`src/hdl/tpw_params.svh`:
```
// Constants for the three-generator PWM module: map, fields, counts.
// Summary of operation
// - Down mode: period down to zero, reload.
// - Up/down mode: zero to period and back.
// - Direction low in down mode, follows counting.
// - One-cycle zero and period pulses.
// - Match pulses, direction-qualified in up/down mode.
// - Match above period never fires.
// - Four events down mode, six up/down.
// - Matches ignored when coinciding zero/period.
// - Coinciding matches: A to first, B second.
// - Per event action: keep, toggle, low, high.
// - Dead-band off passes; on delays rising edge.
// - Second output inverted input, delayed after fall.
// - Selected events raise generator interrupt.
// - Interrupts use undelayed counter events.
// - Global sync reset clears chosen counters.
// - Immediate update takes effect at zero.
// - Synced update waits for global update, zero.
// - Update mode separate for period and matches.
// - Fault forces enabled outputs inactive, interrupts.
// - Stall: keep counting or stop at zero.
// - One mask selects outputs reaching pins.
// - Optional final per-output inversion.
`ifndef TPW_PARAMS_SVH
`define TPW_PARAMS_SVH
`define TPW_NUM_GEN   3
`define TPW_NUM_PIN   6
`define TPW_NUM_EV    6
`define TPW_ACT_W     2
`define TPW_ACTS_W    12
`define TPW_CTL_W     5
`define TPW_GEN_MSB   7
`define TPW_GEN_LSB   6
`define TPW_REG_MSB   5
`define TPW_OFS_UPDATE 8'h00
`define TPW_OFS_SYNC   8'h04
`define TPW_OFS_PASS   8'h08
`define TPW_OFS_POL    8'h0C
`define TPW_OFS_FORCE  8'h10
`define TPW_OFS_STATUS 8'h20
`define TPW_G_CTL     6'h00
`define TPW_G_SEL     6'h04
`define TPW_G_FLAGS   6'h08
`define TPW_G_CLR     6'h0C
`define TPW_G_PERIOD  6'h10
`define TPW_G_COUNT   6'h14
`define TPW_G_MA      6'h18
`define TPW_G_MB      6'h1C
`define TPW_G_ACTA    6'h20
`define TPW_G_ACTB    6'h24
`define TPW_G_DBCTL   6'h28
`define TPW_G_RISE    6'h2C
`define TPW_G_FALL    6'h30
`define TPW_CTL_RUN    0
`define TPW_CTL_UPDOWN 1
`define TPW_CTL_PSYNC  2
`define TPW_CTL_MSYNC  3
`define TPW_CTL_STALL  4
`define TPW_EV_ZERO   0
`define TPW_EV_LOAD   1
`define TPW_EV_AUP    2
`define TPW_EV_ADN    3
`define TPW_EV_BUP    4
`define TPW_EV_BDN    5
`define TPW_EV_A_BITS 6'h0C
`define TPW_EV_B_BITS 6'h30
`define TPW_CNT_ZERO  16'h0000
`define TPW_CNT_ONE   16'h0001
`define TPW_CNT_MAX   16'hFFFF
`endif

```
`src/hdl/tpw_pkg.sv`:
```
// Types shared by the three-generator PWM module.
package tpw_pkg;
  typedef logic [15:0] tpw_cnt_t;
  typedef logic [31:0] tpw_data_t;
  typedef enum logic [1:0] {
    TPW_ACT_KEEP,
    TPW_ACT_TOGGLE,
    TPW_ACT_LOW,
    TPW_ACT_HIGH
  } tpw_act_e;
endpackage : tpw_pkg

```
`src/hdl/tpw_top.sv`:
```
// Three-generator PWM module with dead-band, update and output control.
`timescale 1ns/1ps
`default_nettype none
`include "tpw_params.svh"
module tpw_top
  import tpw_pkg::*;
(
  input  wire logic       clk,          // 25 MHz clock
  input  wire logic       rst,          // Asynchronous reset, high
  input  wire logic [7:0] bus_addr,     // Register byte address
  input  wire logic [31:0] bus_wdata,   // Register write data
  input  wire logic       bus_we,       // Write strobe
  input  wire logic       bus_re,       // Read strobe
  output logic      [31:0] bus_rdata,   // Read data, cycle after strobe
  input  wire logic       fault_pin,    // External fault, high active
  input  wire logic       debug_stall,  // Debugger stall request
  output logic      [5:0] pwm_pin,      // Conditioned outputs to pins
  output logic      [2:0] gen_irq,      // Per-generator event pulses
  output logic            fault_irq     // Fault level interrupt
);

  function automatic logic gen_hit(input logic [7:0] a, input int g);
    return a[`TPW_GEN_MSB:`TPW_GEN_LSB] == 2'(g + 1);
  endfunction : gen_hit

  // Later events in the list win, but masking leaves at most one class.
  function automatic logic wave_step(input logic cur,
                                     input logic [11:0] acts,
                                     input logic [5:0] ev);
    logic v;
    v = cur;
    for (int e = 0; e < `TPW_NUM_EV; e++)
    begin
      if (ev[e])
      begin
        case (tpw_act_e'(acts[e*`TPW_ACT_W +: `TPW_ACT_W]))
          TPW_ACT_TOGGLE: v = ~v;
          TPW_ACT_LOW:    v = 1'b0;
          TPW_ACT_HIGH:   v = 1'b1;
          default:        v = v;
        endcase
      end
    end
    return v;
  endfunction : wave_step

  logic           fault_meta_reg;
  logic           fault_s_reg;
  logic           stall_meta_reg;
  logic           stall_s_reg;
  logic     [5:0] pass_mask_reg;
  logic     [5:0] pol_mask_reg;
  logic     [5:0] force_mask_reg;
  logic     [5:0] raw_sig;
  logic     [5:0] pin_next;
  logic     [2:0] irq_hit;
  logic     [2:0] sync_hit;
  logic     [2:0] upd_hit;
  logic    [31:0] rdata_next;
  logic     [1:0] rd_gen;
  tpw_cnt_t       count_reg   [`TPW_NUM_GEN];
  tpw_cnt_t       per_sh_reg  [`TPW_NUM_GEN];
  tpw_cnt_t       ma_sh_reg   [`TPW_NUM_GEN];
  tpw_cnt_t       mb_sh_reg   [`TPW_NUM_GEN];
  tpw_cnt_t       rise_reg    [`TPW_NUM_GEN];
  tpw_cnt_t       fall_reg    [`TPW_NUM_GEN];
  logic     [4:0] ctl_reg     [`TPW_NUM_GEN];
  logic     [5:0] sel_reg     [`TPW_NUM_GEN];
  logic     [5:0] flags_reg   [`TPW_NUM_GEN];
  logic    [11:0] acta_reg    [`TPW_NUM_GEN];
  logic    [11:0] actb_reg    [`TPW_NUM_GEN];
  logic           db_en_reg   [`TPW_NUM_GEN];

  // Pins cross into the clock domain through two flops each.
  always_ff @(posedge clk or posedge rst)
  begin
    if (rst)
    begin
      fault_meta_reg <= 1'b0;
      fault_s_reg    <= 1'b0;
      stall_meta_reg <= 1'b0;
      stall_s_reg    <= 1'b0;
    end
    else
    begin
      fault_meta_reg <= fault_pin;
      fault_s_reg    <= fault_meta_reg;
      stall_meta_reg <= debug_stall;
      stall_s_reg    <= stall_meta_reg;
    end
  end

  assign sync_hit = (bus_we && bus_addr == `TPW_OFS_SYNC) ?
                    bus_wdata[2:0] : 3'h0;
  assign upd_hit  = (bus_we && bus_addr == `TPW_OFS_UPDATE) ?
                    bus_wdata[2:0] : 3'h0;

  always_ff @(posedge clk or posedge rst)
  begin
    if (rst)
    begin
      pass_mask_reg  <= 6'h00;
      pol_mask_reg   <= 6'h00;
      force_mask_reg <= 6'h00;
    end
    else if (bus_we)
    begin
      if (bus_addr == `TPW_OFS_PASS)
        pass_mask_reg <= bus_wdata[5:0];
      if (bus_addr == `TPW_OFS_POL)
        pol_mask_reg <= bus_wdata[5:0];
      if (bus_addr == `TPW_OFS_FORCE)
        force_mask_reg <= bus_wdata[5:0];
    end
  end

  genvar g;
  generate
    for (g = 0; g < `TPW_NUM_GEN; g++)
    begin : gen_blk
      logic     wr;
      logic     tick;
      logic     zero_ev;
      logic     load_ev;
      logic     ma;
      logic     mb;
      logic     ab;
      logic     load_p;
      logic     load_m;
      logic     dir_reg;
      logic     arm_p_reg;
      logic     arm_m_reg;
      logic     wave_a_reg;
      logic     wave_b_reg;
      logic     db_a_reg;
      logic     db_b_reg;
      logic [5:0] ev_raw;
      logic [5:0] ev;
      logic [5:0] ev_a;
      logic [5:0] ev_b;
      tpw_cnt_t per_act_reg;
      tpw_cnt_t ma_act_reg;
      tpw_cnt_t mb_act_reg;
      tpw_cnt_t per_eff;
      tpw_cnt_t cnt_r_reg;
      tpw_cnt_t cnt_f_reg;

      assign wr = bus_we && gen_hit(bus_addr, g);

      always_ff @(posedge clk or posedge rst)
      begin
        if (rst)
        begin
          ctl_reg[g]    <= 5'h00;
          sel_reg[g]    <= 6'h00;
          per_sh_reg[g] <= `TPW_CNT_ZERO;
          ma_sh_reg[g]  <= `TPW_CNT_ZERO;
          mb_sh_reg[g]  <= `TPW_CNT_ZERO;
          acta_reg[g]   <= 12'h000;
          actb_reg[g]   <= 12'h000;
          db_en_reg[g]  <= 1'b0;
          rise_reg[g]   <= `TPW_CNT_ZERO;
          fall_reg[g]   <= `TPW_CNT_ZERO;
        end
        else if (wr)
        begin
          case (bus_addr[`TPW_REG_MSB:0])
            `TPW_G_CTL:    ctl_reg[g]    <= bus_wdata[4:0];
            `TPW_G_SEL:    sel_reg[g]    <= bus_wdata[5:0];
            `TPW_G_PERIOD: per_sh_reg[g] <= bus_wdata[15:0];
            `TPW_G_MA:     ma_sh_reg[g]  <= bus_wdata[15:0];
            `TPW_G_MB:     mb_sh_reg[g]  <= bus_wdata[15:0];
            `TPW_G_ACTA:   acta_reg[g]   <= bus_wdata[11:0];
            `TPW_G_ACTB:   actb_reg[g]   <= bus_wdata[11:0];
            `TPW_G_DBCTL:  db_en_reg[g]  <= bus_wdata[0];
            `TPW_G_RISE:   rise_reg[g]   <= bus_wdata[15:0];
            `TPW_G_FALL:   fall_reg[g]   <= bus_wdata[15:0];
            default:       ;
          endcase
        end
      end

      // A stop-at-zero stall freezes only once the count is zero.
      assign tick = ctl_reg[g][`TPW_CTL_RUN] &&
                    !(stall_s_reg && ctl_reg[g][`TPW_CTL_STALL] &&
                      count_reg[g] == `TPW_CNT_ZERO);
      assign zero_ev = tick && count_reg[g] == `TPW_CNT_ZERO;
      assign load_ev = tick && count_reg[g] == per_act_reg;
      assign ma = tick && count_reg[g] == ma_act_reg &&
                  ma_act_reg <= per_act_reg;
      assign mb = tick && count_reg[g] == mb_act_reg &&
                  mb_act_reg <= per_act_reg;
      // Down mode holds dir low, so up-qualified events never fire there.
      assign ev_raw = {mb && !dir_reg, mb && dir_reg,
                       ma && !dir_reg, ma && dir_reg,
                       load_ev, zero_ev};
      assign ev = (zero_ev || load_ev) ?
                  (ev_raw & ~(`TPW_EV_A_BITS | `TPW_EV_B_BITS)) :
                  ev_raw;
      assign ab = |(ev & `TPW_EV_A_BITS) && |(ev & `TPW_EV_B_BITS);
      assign ev_a = ab ? (ev & ~`TPW_EV_B_BITS) : ev;
      assign ev_b = ab ? (ev & ~`TPW_EV_A_BITS) : ev;

      assign load_p = zero_ev &&
                      (!ctl_reg[g][`TPW_CTL_PSYNC] || arm_p_reg);
      assign load_m = zero_ev &&
                      (!ctl_reg[g][`TPW_CTL_MSYNC] || arm_m_reg);
      assign per_eff = load_p ? per_sh_reg[g] : per_act_reg;

      // Synced values wait for a global update, then for zero.
      always_ff @(posedge clk or posedge rst)
      begin
        if (rst)
        begin
          per_act_reg <= `TPW_CNT_ZERO;
          ma_act_reg  <= `TPW_CNT_ZERO;
          mb_act_reg  <= `TPW_CNT_ZERO;
          arm_p_reg   <= 1'b0;
          arm_m_reg   <= 1'b0;
        end
        else
        begin
          if (load_p)
            per_act_reg <= per_sh_reg[g];
          if (load_m)
          begin
            ma_act_reg <= ma_sh_reg[g];
            mb_act_reg <= mb_sh_reg[g];
          end
          if (upd_hit[g])
            arm_p_reg <= 1'b1;
          else if (load_p)
            arm_p_reg <= 1'b0;
          if (upd_hit[g])
            arm_m_reg <= 1'b1;
          else if (load_m)
            arm_m_reg <= 1'b0;
        end
      end

      always_ff @(posedge clk or posedge rst)
      begin
        if (rst)
        begin
          count_reg[g] <= `TPW_CNT_ZERO;
          dir_reg      <= 1'b0;
        end
        else if (sync_hit[g])
        begin
          count_reg[g] <= `TPW_CNT_ZERO;
          dir_reg      <= 1'b0;
        end
        else if (tick && !ctl_reg[g][`TPW_CTL_UPDOWN])
        begin
          dir_reg <= 1'b0;
          count_reg[g] <= zero_ev ? per_eff :
                          count_reg[g] - `TPW_CNT_ONE;
        end
        else if (tick && dir_reg)
        begin
          if (count_reg[g] >= per_act_reg)
            dir_reg <= 1'b0;
          if (count_reg[g] >= per_act_reg && !zero_ev)
            count_reg[g] <= count_reg[g] - `TPW_CNT_ONE;
          else if (count_reg[g] < per_act_reg)
            count_reg[g] <= count_reg[g] + `TPW_CNT_ONE;
        end
        else if (tick)
        begin
          if (zero_ev)
          begin
            dir_reg      <= 1'b1;
            count_reg[g] <= (per_eff == `TPW_CNT_ZERO) ?
                            `TPW_CNT_ZERO : `TPW_CNT_ONE;
          end
          else
            count_reg[g] <= count_reg[g] - `TPW_CNT_ONE;
        end
        else if (!ctl_reg[g][`TPW_CTL_UPDOWN])
          dir_reg <= 1'b0;
      end

      always_ff @(posedge clk or posedge rst)
      begin
        if (rst)
        begin
          wave_a_reg <= 1'b0;
          wave_b_reg <= 1'b0;
        end
        else
        begin
          wave_a_reg <= wave_step(wave_a_reg, acta_reg[g], ev_a);
          wave_b_reg <= wave_step(wave_b_reg, actb_reg[g], ev_b);
        end
      end

      // With dead-band on, both outputs derive from one input, so they never overlap; off, they pass A and B.
      always_ff @(posedge clk or posedge rst)
      begin
        if (rst)
        begin
          cnt_r_reg <= `TPW_CNT_ZERO;
          cnt_f_reg <= `TPW_CNT_ZERO;
          db_a_reg  <= 1'b0;
          db_b_reg  <= 1'b0;
        end
        else
        begin
          cnt_r_reg <= !wave_a_reg ? `TPW_CNT_ZERO :
                       (cnt_r_reg == `TPW_CNT_MAX) ? cnt_r_reg :
                       cnt_r_reg + `TPW_CNT_ONE;
          cnt_f_reg <= wave_a_reg ? `TPW_CNT_ZERO :
                       (cnt_f_reg == `TPW_CNT_MAX) ? cnt_f_reg :
                       cnt_f_reg + `TPW_CNT_ONE;
          if (db_en_reg[g])
          begin
            db_a_reg <= wave_a_reg && cnt_r_reg >= rise_reg[g];
            db_b_reg <= !wave_a_reg && cnt_f_reg >= fall_reg[g];
          end
          else
          begin
            db_a_reg <= wave_a_reg;
            db_b_reg <= wave_b_reg;
          end
        end
      end

      // Set wins over a same-cycle clear.
      always_ff @(posedge clk or posedge rst)
      begin
        if (rst)
          flags_reg[g] <= 6'h00;
        else if (wr && bus_addr[`TPW_REG_MSB:0] == `TPW_G_CLR)
          flags_reg[g] <= (flags_reg[g] & ~bus_wdata[5:0]) | ev;
        else
          flags_reg[g] <= flags_reg[g] | ev;
      end

      assign irq_hit[g] = |(ev & sel_reg[g]);
      assign raw_sig[2*g]     = db_a_reg;
      assign raw_sig[2*g + 1] = db_b_reg;

    end
  endgenerate

  // Fault forcing is applied before inversion, so forced means inactive.
  assign pin_next = (raw_sig & pass_mask_reg &
                     ~(force_mask_reg & {6{fault_s_reg}})) ^
                    pol_mask_reg;

  always_ff @(posedge clk or posedge rst)
  begin
    if (rst)
    begin
      pwm_pin   <= 6'h00;
      gen_irq   <= 3'h0;
      fault_irq <= 1'b0;
    end
    else
    begin
      pwm_pin   <= pin_next;
      gen_irq   <= irq_hit;
      fault_irq <= fault_s_reg;
    end
  end

  assign rd_gen = bus_addr[`TPW_GEN_MSB:`TPW_GEN_LSB] - 2'h1;

  always_comb
  begin
    rdata_next = 32'h0000_0000;
    if (bus_re && bus_addr[`TPW_GEN_MSB:`TPW_GEN_LSB] == 2'h0)
    begin
      case (bus_addr)
        `TPW_OFS_PASS:   rdata_next = {26'h0, pass_mask_reg};
        `TPW_OFS_POL:    rdata_next = {26'h0, pol_mask_reg};
        `TPW_OFS_FORCE:  rdata_next = {26'h0, force_mask_reg};
        `TPW_OFS_STATUS: rdata_next = {31'h0, fault_s_reg};
        default:         rdata_next = 32'h0000_0000;
      endcase
    end
    else if (bus_re)
    begin
      case (bus_addr[`TPW_REG_MSB:0])
        `TPW_G_CTL:    rdata_next = {27'h0, ctl_reg[rd_gen]};
        `TPW_G_SEL:    rdata_next = {26'h0, sel_reg[rd_gen]};
        `TPW_G_FLAGS:  rdata_next = {26'h0, flags_reg[rd_gen]};
        `TPW_G_PERIOD: rdata_next = {16'h0, per_sh_reg[rd_gen]};
        `TPW_G_COUNT:  rdata_next = {16'h0, count_reg[rd_gen]};
        `TPW_G_MA:     rdata_next = {16'h0, ma_sh_reg[rd_gen]};
        `TPW_G_MB:     rdata_next = {16'h0, mb_sh_reg[rd_gen]};
        `TPW_G_ACTA:   rdata_next = {20'h0, acta_reg[rd_gen]};
        `TPW_G_ACTB:   rdata_next = {20'h0, actb_reg[rd_gen]};
        `TPW_G_DBCTL:  rdata_next = {31'h0, db_en_reg[rd_gen]};
        `TPW_G_RISE:   rdata_next = {16'h0, rise_reg[rd_gen]};
        `TPW_G_FALL:   rdata_next = {16'h0, fall_reg[rd_gen]};
        default:       rdata_next = 32'h0000_0000;
      endcase
    end
  end

  // Read data is held only for the cycle after the strobe.
  always_ff @(posedge clk or posedge rst)
  begin
    if (rst)
      bus_rdata <= 32'h0000_0000;
    else
      bus_rdata <= rdata_next;
  end

endmodule : tpw_top
`default_nettype wire

```
`config.mk`:
```
export PLATFORM = sky130hd
export DESIGN_NAME = tpw_top
export DESIGN_NICKNAME = d
export VERILOG_FILES = /design/src/hdl/tpw_pkg.sv /design/src/hdl/tpw_top.sv
export VERILOG_INCLUDE_DIRS = /design/src /design/src/hdl
export SDC_FILE = /design/constraint.sdc
export NUM_CORES = 2
export LEC_CHECK = 0
export BUFFER_PORTS_ARGS = -buffer_cell sky130_fd_sc_hd__buf_2
export CORE_MARGIN = 8
export CORE_UTILIZATION = 60
export DETAILED_ROUTE_END_ITERATION = 6
export PLACE_DENSITY = 0.77
export SETUP_SLACK_MARGIN = 0.2
export SYNTH_ARGS = -nofsm -noshare
export SYNTH_HDL_FRONTEND = slang
export SYNTH_SLANG_ARGS = --single-unit
```
`constraint.sdc`:
```
create_clock -name clk -period 61.3 [get_ports clk]
set_input_delay 18.39 -clock clk [delete_from_list [all_inputs] [get_ports clk]]
set_output_delay 18.39 -clock clk [all_outputs]
set_load 0.01 [all_outputs]
```
# Word-level counts from Yosys, hierarchy flattened

Index checks and enable logic that the tools add are counted.

Reductions and logical operators: 168
$lt $le $gt $ge: 19
Muxes and demuxes: 207
Add/sub/neg operators: 13
Equal/unequal tests: 161
Bitwise operators: 55

Operators with widths:

| kind                                                 | number |
|---|---|
| two-way mux 16 bit                                   | 52 |
| binary-select mux 16 bit (select 2 bit)              | 6 |
| one-hot mux 16 bit (12 select lines)                 | 1 |
| equality test 2 bit (second input constant)          | 74 |
| adder 16 x 1 -> 16 bit (second input constant)       | 9 |
| equality test 16 bit                                 | 9 |
| greater-or-equal comparator 16 bit                   | 9 |
| one-hot mux 1 bit (3 select lines)                   | 36 |
| equality test 16 bit (second input constant)         | 6 |
| less-or-equal comparator 16 bit                      | 6 |
| logical NOT 16 bit                                   | 6 |
| two-way mux 1 bit                                    | 80 |
| two-way mux 6 bit                                    | 13 |
| equality test 2 x 1 -> 1 bit (second input constant) | 37 |
| logical AND 1 bit                                    | 72 |
| AND reduction 2 bit                                  | 36 |
| AND 6 bit                                            | 9 |
| binary-select mux 12 bit (select 2 bit)              | 2 |
| < comparator 16 bit                                  | 3 |
| two-way mux 12 bit                                   | 4 |
| subtractor 16 x 1 -> 16 bit (second input constant)  | 3 |
| inverter 1 bit                                       | 36 |
| bitwise OR 6 bit                                     | 6 |
| two-way mux 32 bit                                   | 1 |
| other kinds (34)                                     | 107 |

Logic and storage cells: 706
Output and inout port bits: 42
Register bits: 739

# Depth between registers and ports, before layout

Depth after elaboration: 27
Gate-level depth with buffers: 17
Mapped depth without buffers: 13

# Worst setup path after synthesis

Ideal clock, no wire load.

Path kind: input to register
Start point: input bus_addr[6]
End point: register bus_rdata[2]
Setup slack: 40312 ps
Stages: 11
Buffers on the path: 5
Arrival time: 20853 ps
Data required time: 61165 ps
Cells stage by stage: inv_1 > clkbuf_1 > ha_1 > clkbuf_1 > buf_1 > clkbuf_1 > buf_1 > mux2i_1 > o2111ai_1 > a21oi_1 > o22ai_1

Cells in the longest elaborated chain, start to end: 8
Elaborated cells between the ends (all ways): 45
Classes of those cells: add/sub (1); eq/ne (4); mux (37); bitwise (1); reduce/logical (2)

RTL lines:

| what                                                                          | line           | RTL |
|---|---|---|
| from (decl)                                                                   | tpw_top.sv:10  | `input wire logic [7:0] bus_addr,` |
| subtractor 2 x 1 -> 2 bit                                                     | tpw_top.sv:367 | `` assign rd_gen = bus_addr[`TPW_GEN_MSB:`TPW_GEN_LSB] - 2'h1; `` |
| inverter 2 -> 3 bit (implied by the code)                                     | n/a            |  |
| binary-select mux 16 bit (select 2 bit) (tied with other cells)               | tpw_top.sv:396 | `` `TPW_G_FALL: rdata_next = {16'h0, fall_reg[rd_gen]}; `` |
| two-way mux 16 bit (implied by the code) (tied with other cells) (2 in a row) | tpw_top.sv:396 |  |
| one-hot mux 16 bit (12 select lines)                                          | tpw_top.sv:384 | `` case (bus_addr[`TPW_REG_MSB:0]) `` |
| two-way mux 16 bit                                                            | tpw_top.sv:382 | `else if (bus_re)` |
| two-way mux 32 bit (*)                                                        | tpw_top.sv:372 | `` if (bus_re && bus_addr[`TPW_GEN_MSB:`TPW_GEN_LSB] == 2'h0) `` |
| via rdata_next[2]                                                             | tpw_top.sv:59  | `logic [31:0] rdata_next;` |
| to (signal assigned)                                                          | tpw_top.sv:408 | `bus_rdata <= rdata_next;` |
| to (decl)                                                                     | tpw_top.sv:14  | `output logic [31:0] bus_rdata,` |

Mark *: on every way through the listed nets, which the timed path passes. The rest lies on a longest branch. The select of a mux whose other input is x is not followed.
A chain may end at the register's enable or synchronous reset.

# Worst setup path in the final report

Start point: input bus_addr[6]
End point: register bus_rdata[0]

Cells in the longest elaborated chain, start to end: 8
Elaborated cells between the ends (all ways): 48
Classes of those cells: add/sub (1); eq/ne (4); mux (40); bitwise (1); reduce/logical (2)

RTL lines:

| what                                                                          | line |
|---|---|
| subtractor 2 x 1 -> 2 bit                                                     | tpw_top.sv:367 |
| inverter 2 -> 3 bit (implied by the code)                                     | n/a |
| binary-select mux 16 bit (select 2 bit) (tied with other cells)               | tpw_top.sv:396 |
| two-way mux 16 bit (implied by the code) (tied with other cells) (2 in a row) | tpw_top.sv:396 |
| one-hot mux 16 bit (12 select lines)                                          | tpw_top.sv:384 |
| two-way mux 16 bit                                                            | tpw_top.sv:382 |
| two-way mux 32 bit (*)                                                        | tpw_top.sv:372 |
| via rdata_next[0]                                                             | tpw_top.sv:59 |

Marks and branches as above.

==> flow_metrics.env <==
export IMPL_status="complete, but fails checks"
export IMPL_violations="DRC"
export IMPL_hold_start="stall_meta_reg"
export IMPL_die_h_um=281.4
export IMPL_drc_errors=3
export IMPL_synth_edf_count=0
export IMPL_dp_slack_ns=38.31
export IMPL_slew_violations=0
export IMPL_grt_pass1_vias=33730
export IMPL_r2r_end="count_reg[22]"
export IMPL_max_slew_worst_pin_slew_ns=1.337
export IMPL_synth_main_ff_cell="dfrtp_1"
export IMPL_synth_area_leaders="dfrtp_1 43%, mux2_2 11%, ha_1 7.6%, nand2_1 3.4%, o21ai_0 3.0%"
export IMPL_reg2reg_slack_ns=55.86
export IMPL_async_flop_share=1.000
export IMPL_drt_vias_per_instance=6.701
export IMPL_post_cts_buffers=0
export IMPL_drv_cap=0
export IMPL_area_growth_pct=8.860
export IMPL_first_iter_violations=4367
export IMPL_grt_usage=0.3398
export IMPL_layout_setup_ws_ns=38.45
export IMPL_cts_buffers=80
export IMPL_holdPathStages=0
export IMPL_num_vias=34970
export IMPL_syn_avg_cell_area_um2=9.917
export IMPL_min_to="stall_s_reg"
export IMPL_portBuffers=55
export IMPL_final_cell_area_um2=46010
export IMPL_min_period_over_period=0.3728
export IMPL_die_area_um2=79190
export IMPL_setup_viol=0
export IMPL_syn_inst=4262
export IMPL_layout_nets=4514
export IMPL_cp_required_ns=61.74
export IMPL_min_period_ns=22.85
export IMPL_fillerInstances=5527
export IMPL_dpl_hpwl_mm=96.47
export IMPL_multi_input_area_um2=22440
export IMPL_yosysSeqAreaShare=0.4281
export IMPL_clock_latency_ns=0.67
export IMPL_critPathKind="in2reg"
export IMPL_fmax_ghz=0.04376
export IMPL_fin_worst_skew_ns=0.05997
export IMPL_postCtsResizedCells=0
export IMPL_dpl_cell_area_um2=43220
export IMPL_ys_ff_latch=723
export IMPL_clkSinkCount=723
export IMPL_critPathLaunchType="input port"
export IMPL_ios=88
export IMPL_die_w_um=281.4
export IMPL_synth_warning_count=0
export IMPL_layout_drive_gt1_share=0.1689
export IMPL_yosysTopAreaCell="dfrtp_1"
export IMPL_synth_top_cell_area_share=0.4281
export IMPL_start_util=0.6046
export IMPL_rsz0062_at_grt="no"
export IMPL_rows=97
export IMPL_end_kind="flop"
export IMPL_final_common_cell="dfrtp_1"
export IMPL_hold_path_class="reg2reg"
export IMPL_synth_cell_types=91
export IMPL_grt_overflow_total=0
export IMPL_reg2reg_from="count_reg[16]"
export IMPL_ff_latch_area_um2=18090
export IMPL_finalSetupTns_ns=0
export IMPL_power_density_nw_per_um2=28.19
export IMPL_grt_max_degree=176
export IMPL_cts_root_buf="clkbuf_16"
export IMPL_maxSlewHeadroom=0.08578
export IMPL_drt_pre_antenna_iters=7
export IMPL_arrival_ns=23.29
export IMPL_wirelength_mm=136.9
export IMPL_hold_slack_ns=0.3451
export IMPL_reg2reg_depth=13
export IMPL_power_total_uw=1297
export IMPL_detail_route_antenna_nets=0
export IMPL_ir_drop_v=0.00002145
export IMPL_routedWlPerCell_um=26.23
export IMPL_hold_viol=0
export IMPL_hold_buffers=0
export IMPL_p_leak_uw=0.02193
export IMPL_core_area_um2=69910
export IMPL_clk_pin_slew_worst_paths_ns=0.06
export IMPL_path_max_fanout=51
export IMPL_gp_congestion=1.011
export IMPL_cts_tree="yes"
export IMPL_antenna_found_initial=5
export IMPL_synthesis_area_um2=42270
export IMPL_clock_tree_htree_level_count=3
export IMPL_clk_path_buf_depth=3
export IMPL_grt_pass1_wl_mm=206.1
export IMPL_final_cell_mix="723 x dfrtp_1, 411 x mux2_2, 383 x nand2_1"
[cells in the mapped netlist, drive strengths merged, types with 14 or more instances]
library cell and count:
mux2i 71, and2 27, o21ai 264, a221oi 46
or3 28, nor2b 28, a211oi 14, o22ai 39
nand2 383, or2 19, xnor2 95, a22o 28
nor2 253, a22oi 82, nor4 51, ha 257
and3 53, nand3 126, buf 46, o21a 21
a21o 58, dfrtp 723, nand4 80, mux2 411
a31oi 37, a21oi 176, a222oi 19, o211ai 15
xor2 109, inv 208, nor3 61, clkbuf 214
nand2b 32
[routing by layer]
layer / wire length, um / vias up / global-route usage / share of wire
met5: 27 / - / 0 / 0.00020
met2: 57540 / 2014 / 0.4924 / 0.42
met4: 5851 / 4 / 0.1373 / 0.043
met1: 54770 / 17270 / 0.4656 / 0.40
li1: - / 15340 / - / -
met3: 18690 / 345 / 0.1170 / 0.14
[cell type report]
type / instances / share of cell area
repair buffers: 112 / 0.01555
inverters: 208 / 0.01713
clock buffers: 105 / 0.04993
multi-input cells: 3086 / 0.4878
flip-flops and latches: 723 / 0.3932
clock inverters: 40 / 0.01061
well taps: 940 / 0.02556
diodes: 4 / 0.0002176
[power by group]
part           total [uW]  internal (uW)  switching, uW  leakage [uW]
Combinational         220           90.9            129        0.0111
Sequential            569            502           66.4       0.00945
Clock                 508            296            212       0.00136
[worst max-delay path, stage by stage]
cell and delay, ns:
buf_2 0.58, inv_1 0.53, ha_4 0.61, buf_4 0.67, mux2_2 0.41, a221oi_1 0.33
o221ai_1 0.23, a2111oi_0 1.16, o32ai_1 0.36
[worst max-delay path by stage]
stage,from,endpoint,slack (ns),cells past startpoint
finish,bus_addr[6],bus_rdata[0],38.45,9
global route,bus_addr[6],bus_rdata[0],38.67,9
CTS,bus_addr[6],bus_rdata[0],39.00,9
detailed placement,bus_addr[6],bus_rdata[0],38.31,9
global placement,bus_addr[6],bus_rdata[0],38.33,9
floorplan,rst,acta_reg[0],22.63,1
[through the flow]
step	cells	utilization
after global placement	5069	0.6182
after global routing	5215	0.6581
after detailed placement	5069	0.6182
after CTS	5214	0.6580
final	5218	0.6582
after floorplan	4277	-
[logic make-up (layout without fill, tap and decap cells)]
kind of cell	after synthesis	after routing	share of synthesized area
AOI/OAI and AO/OA	929	929	0.1449
xor gates and xnor gates	204	204	0.04227
adders and majority gates	257	257	0.07608
buffers and inverters	468	465	0.04393
DFF	723	723	0.4281
muxes	482	482	0.1263
other	1	20	0.00008872
and+or+nand+nor	1198	1198	0.1383
Note: power is estimated with default switching activity, not from simulation.
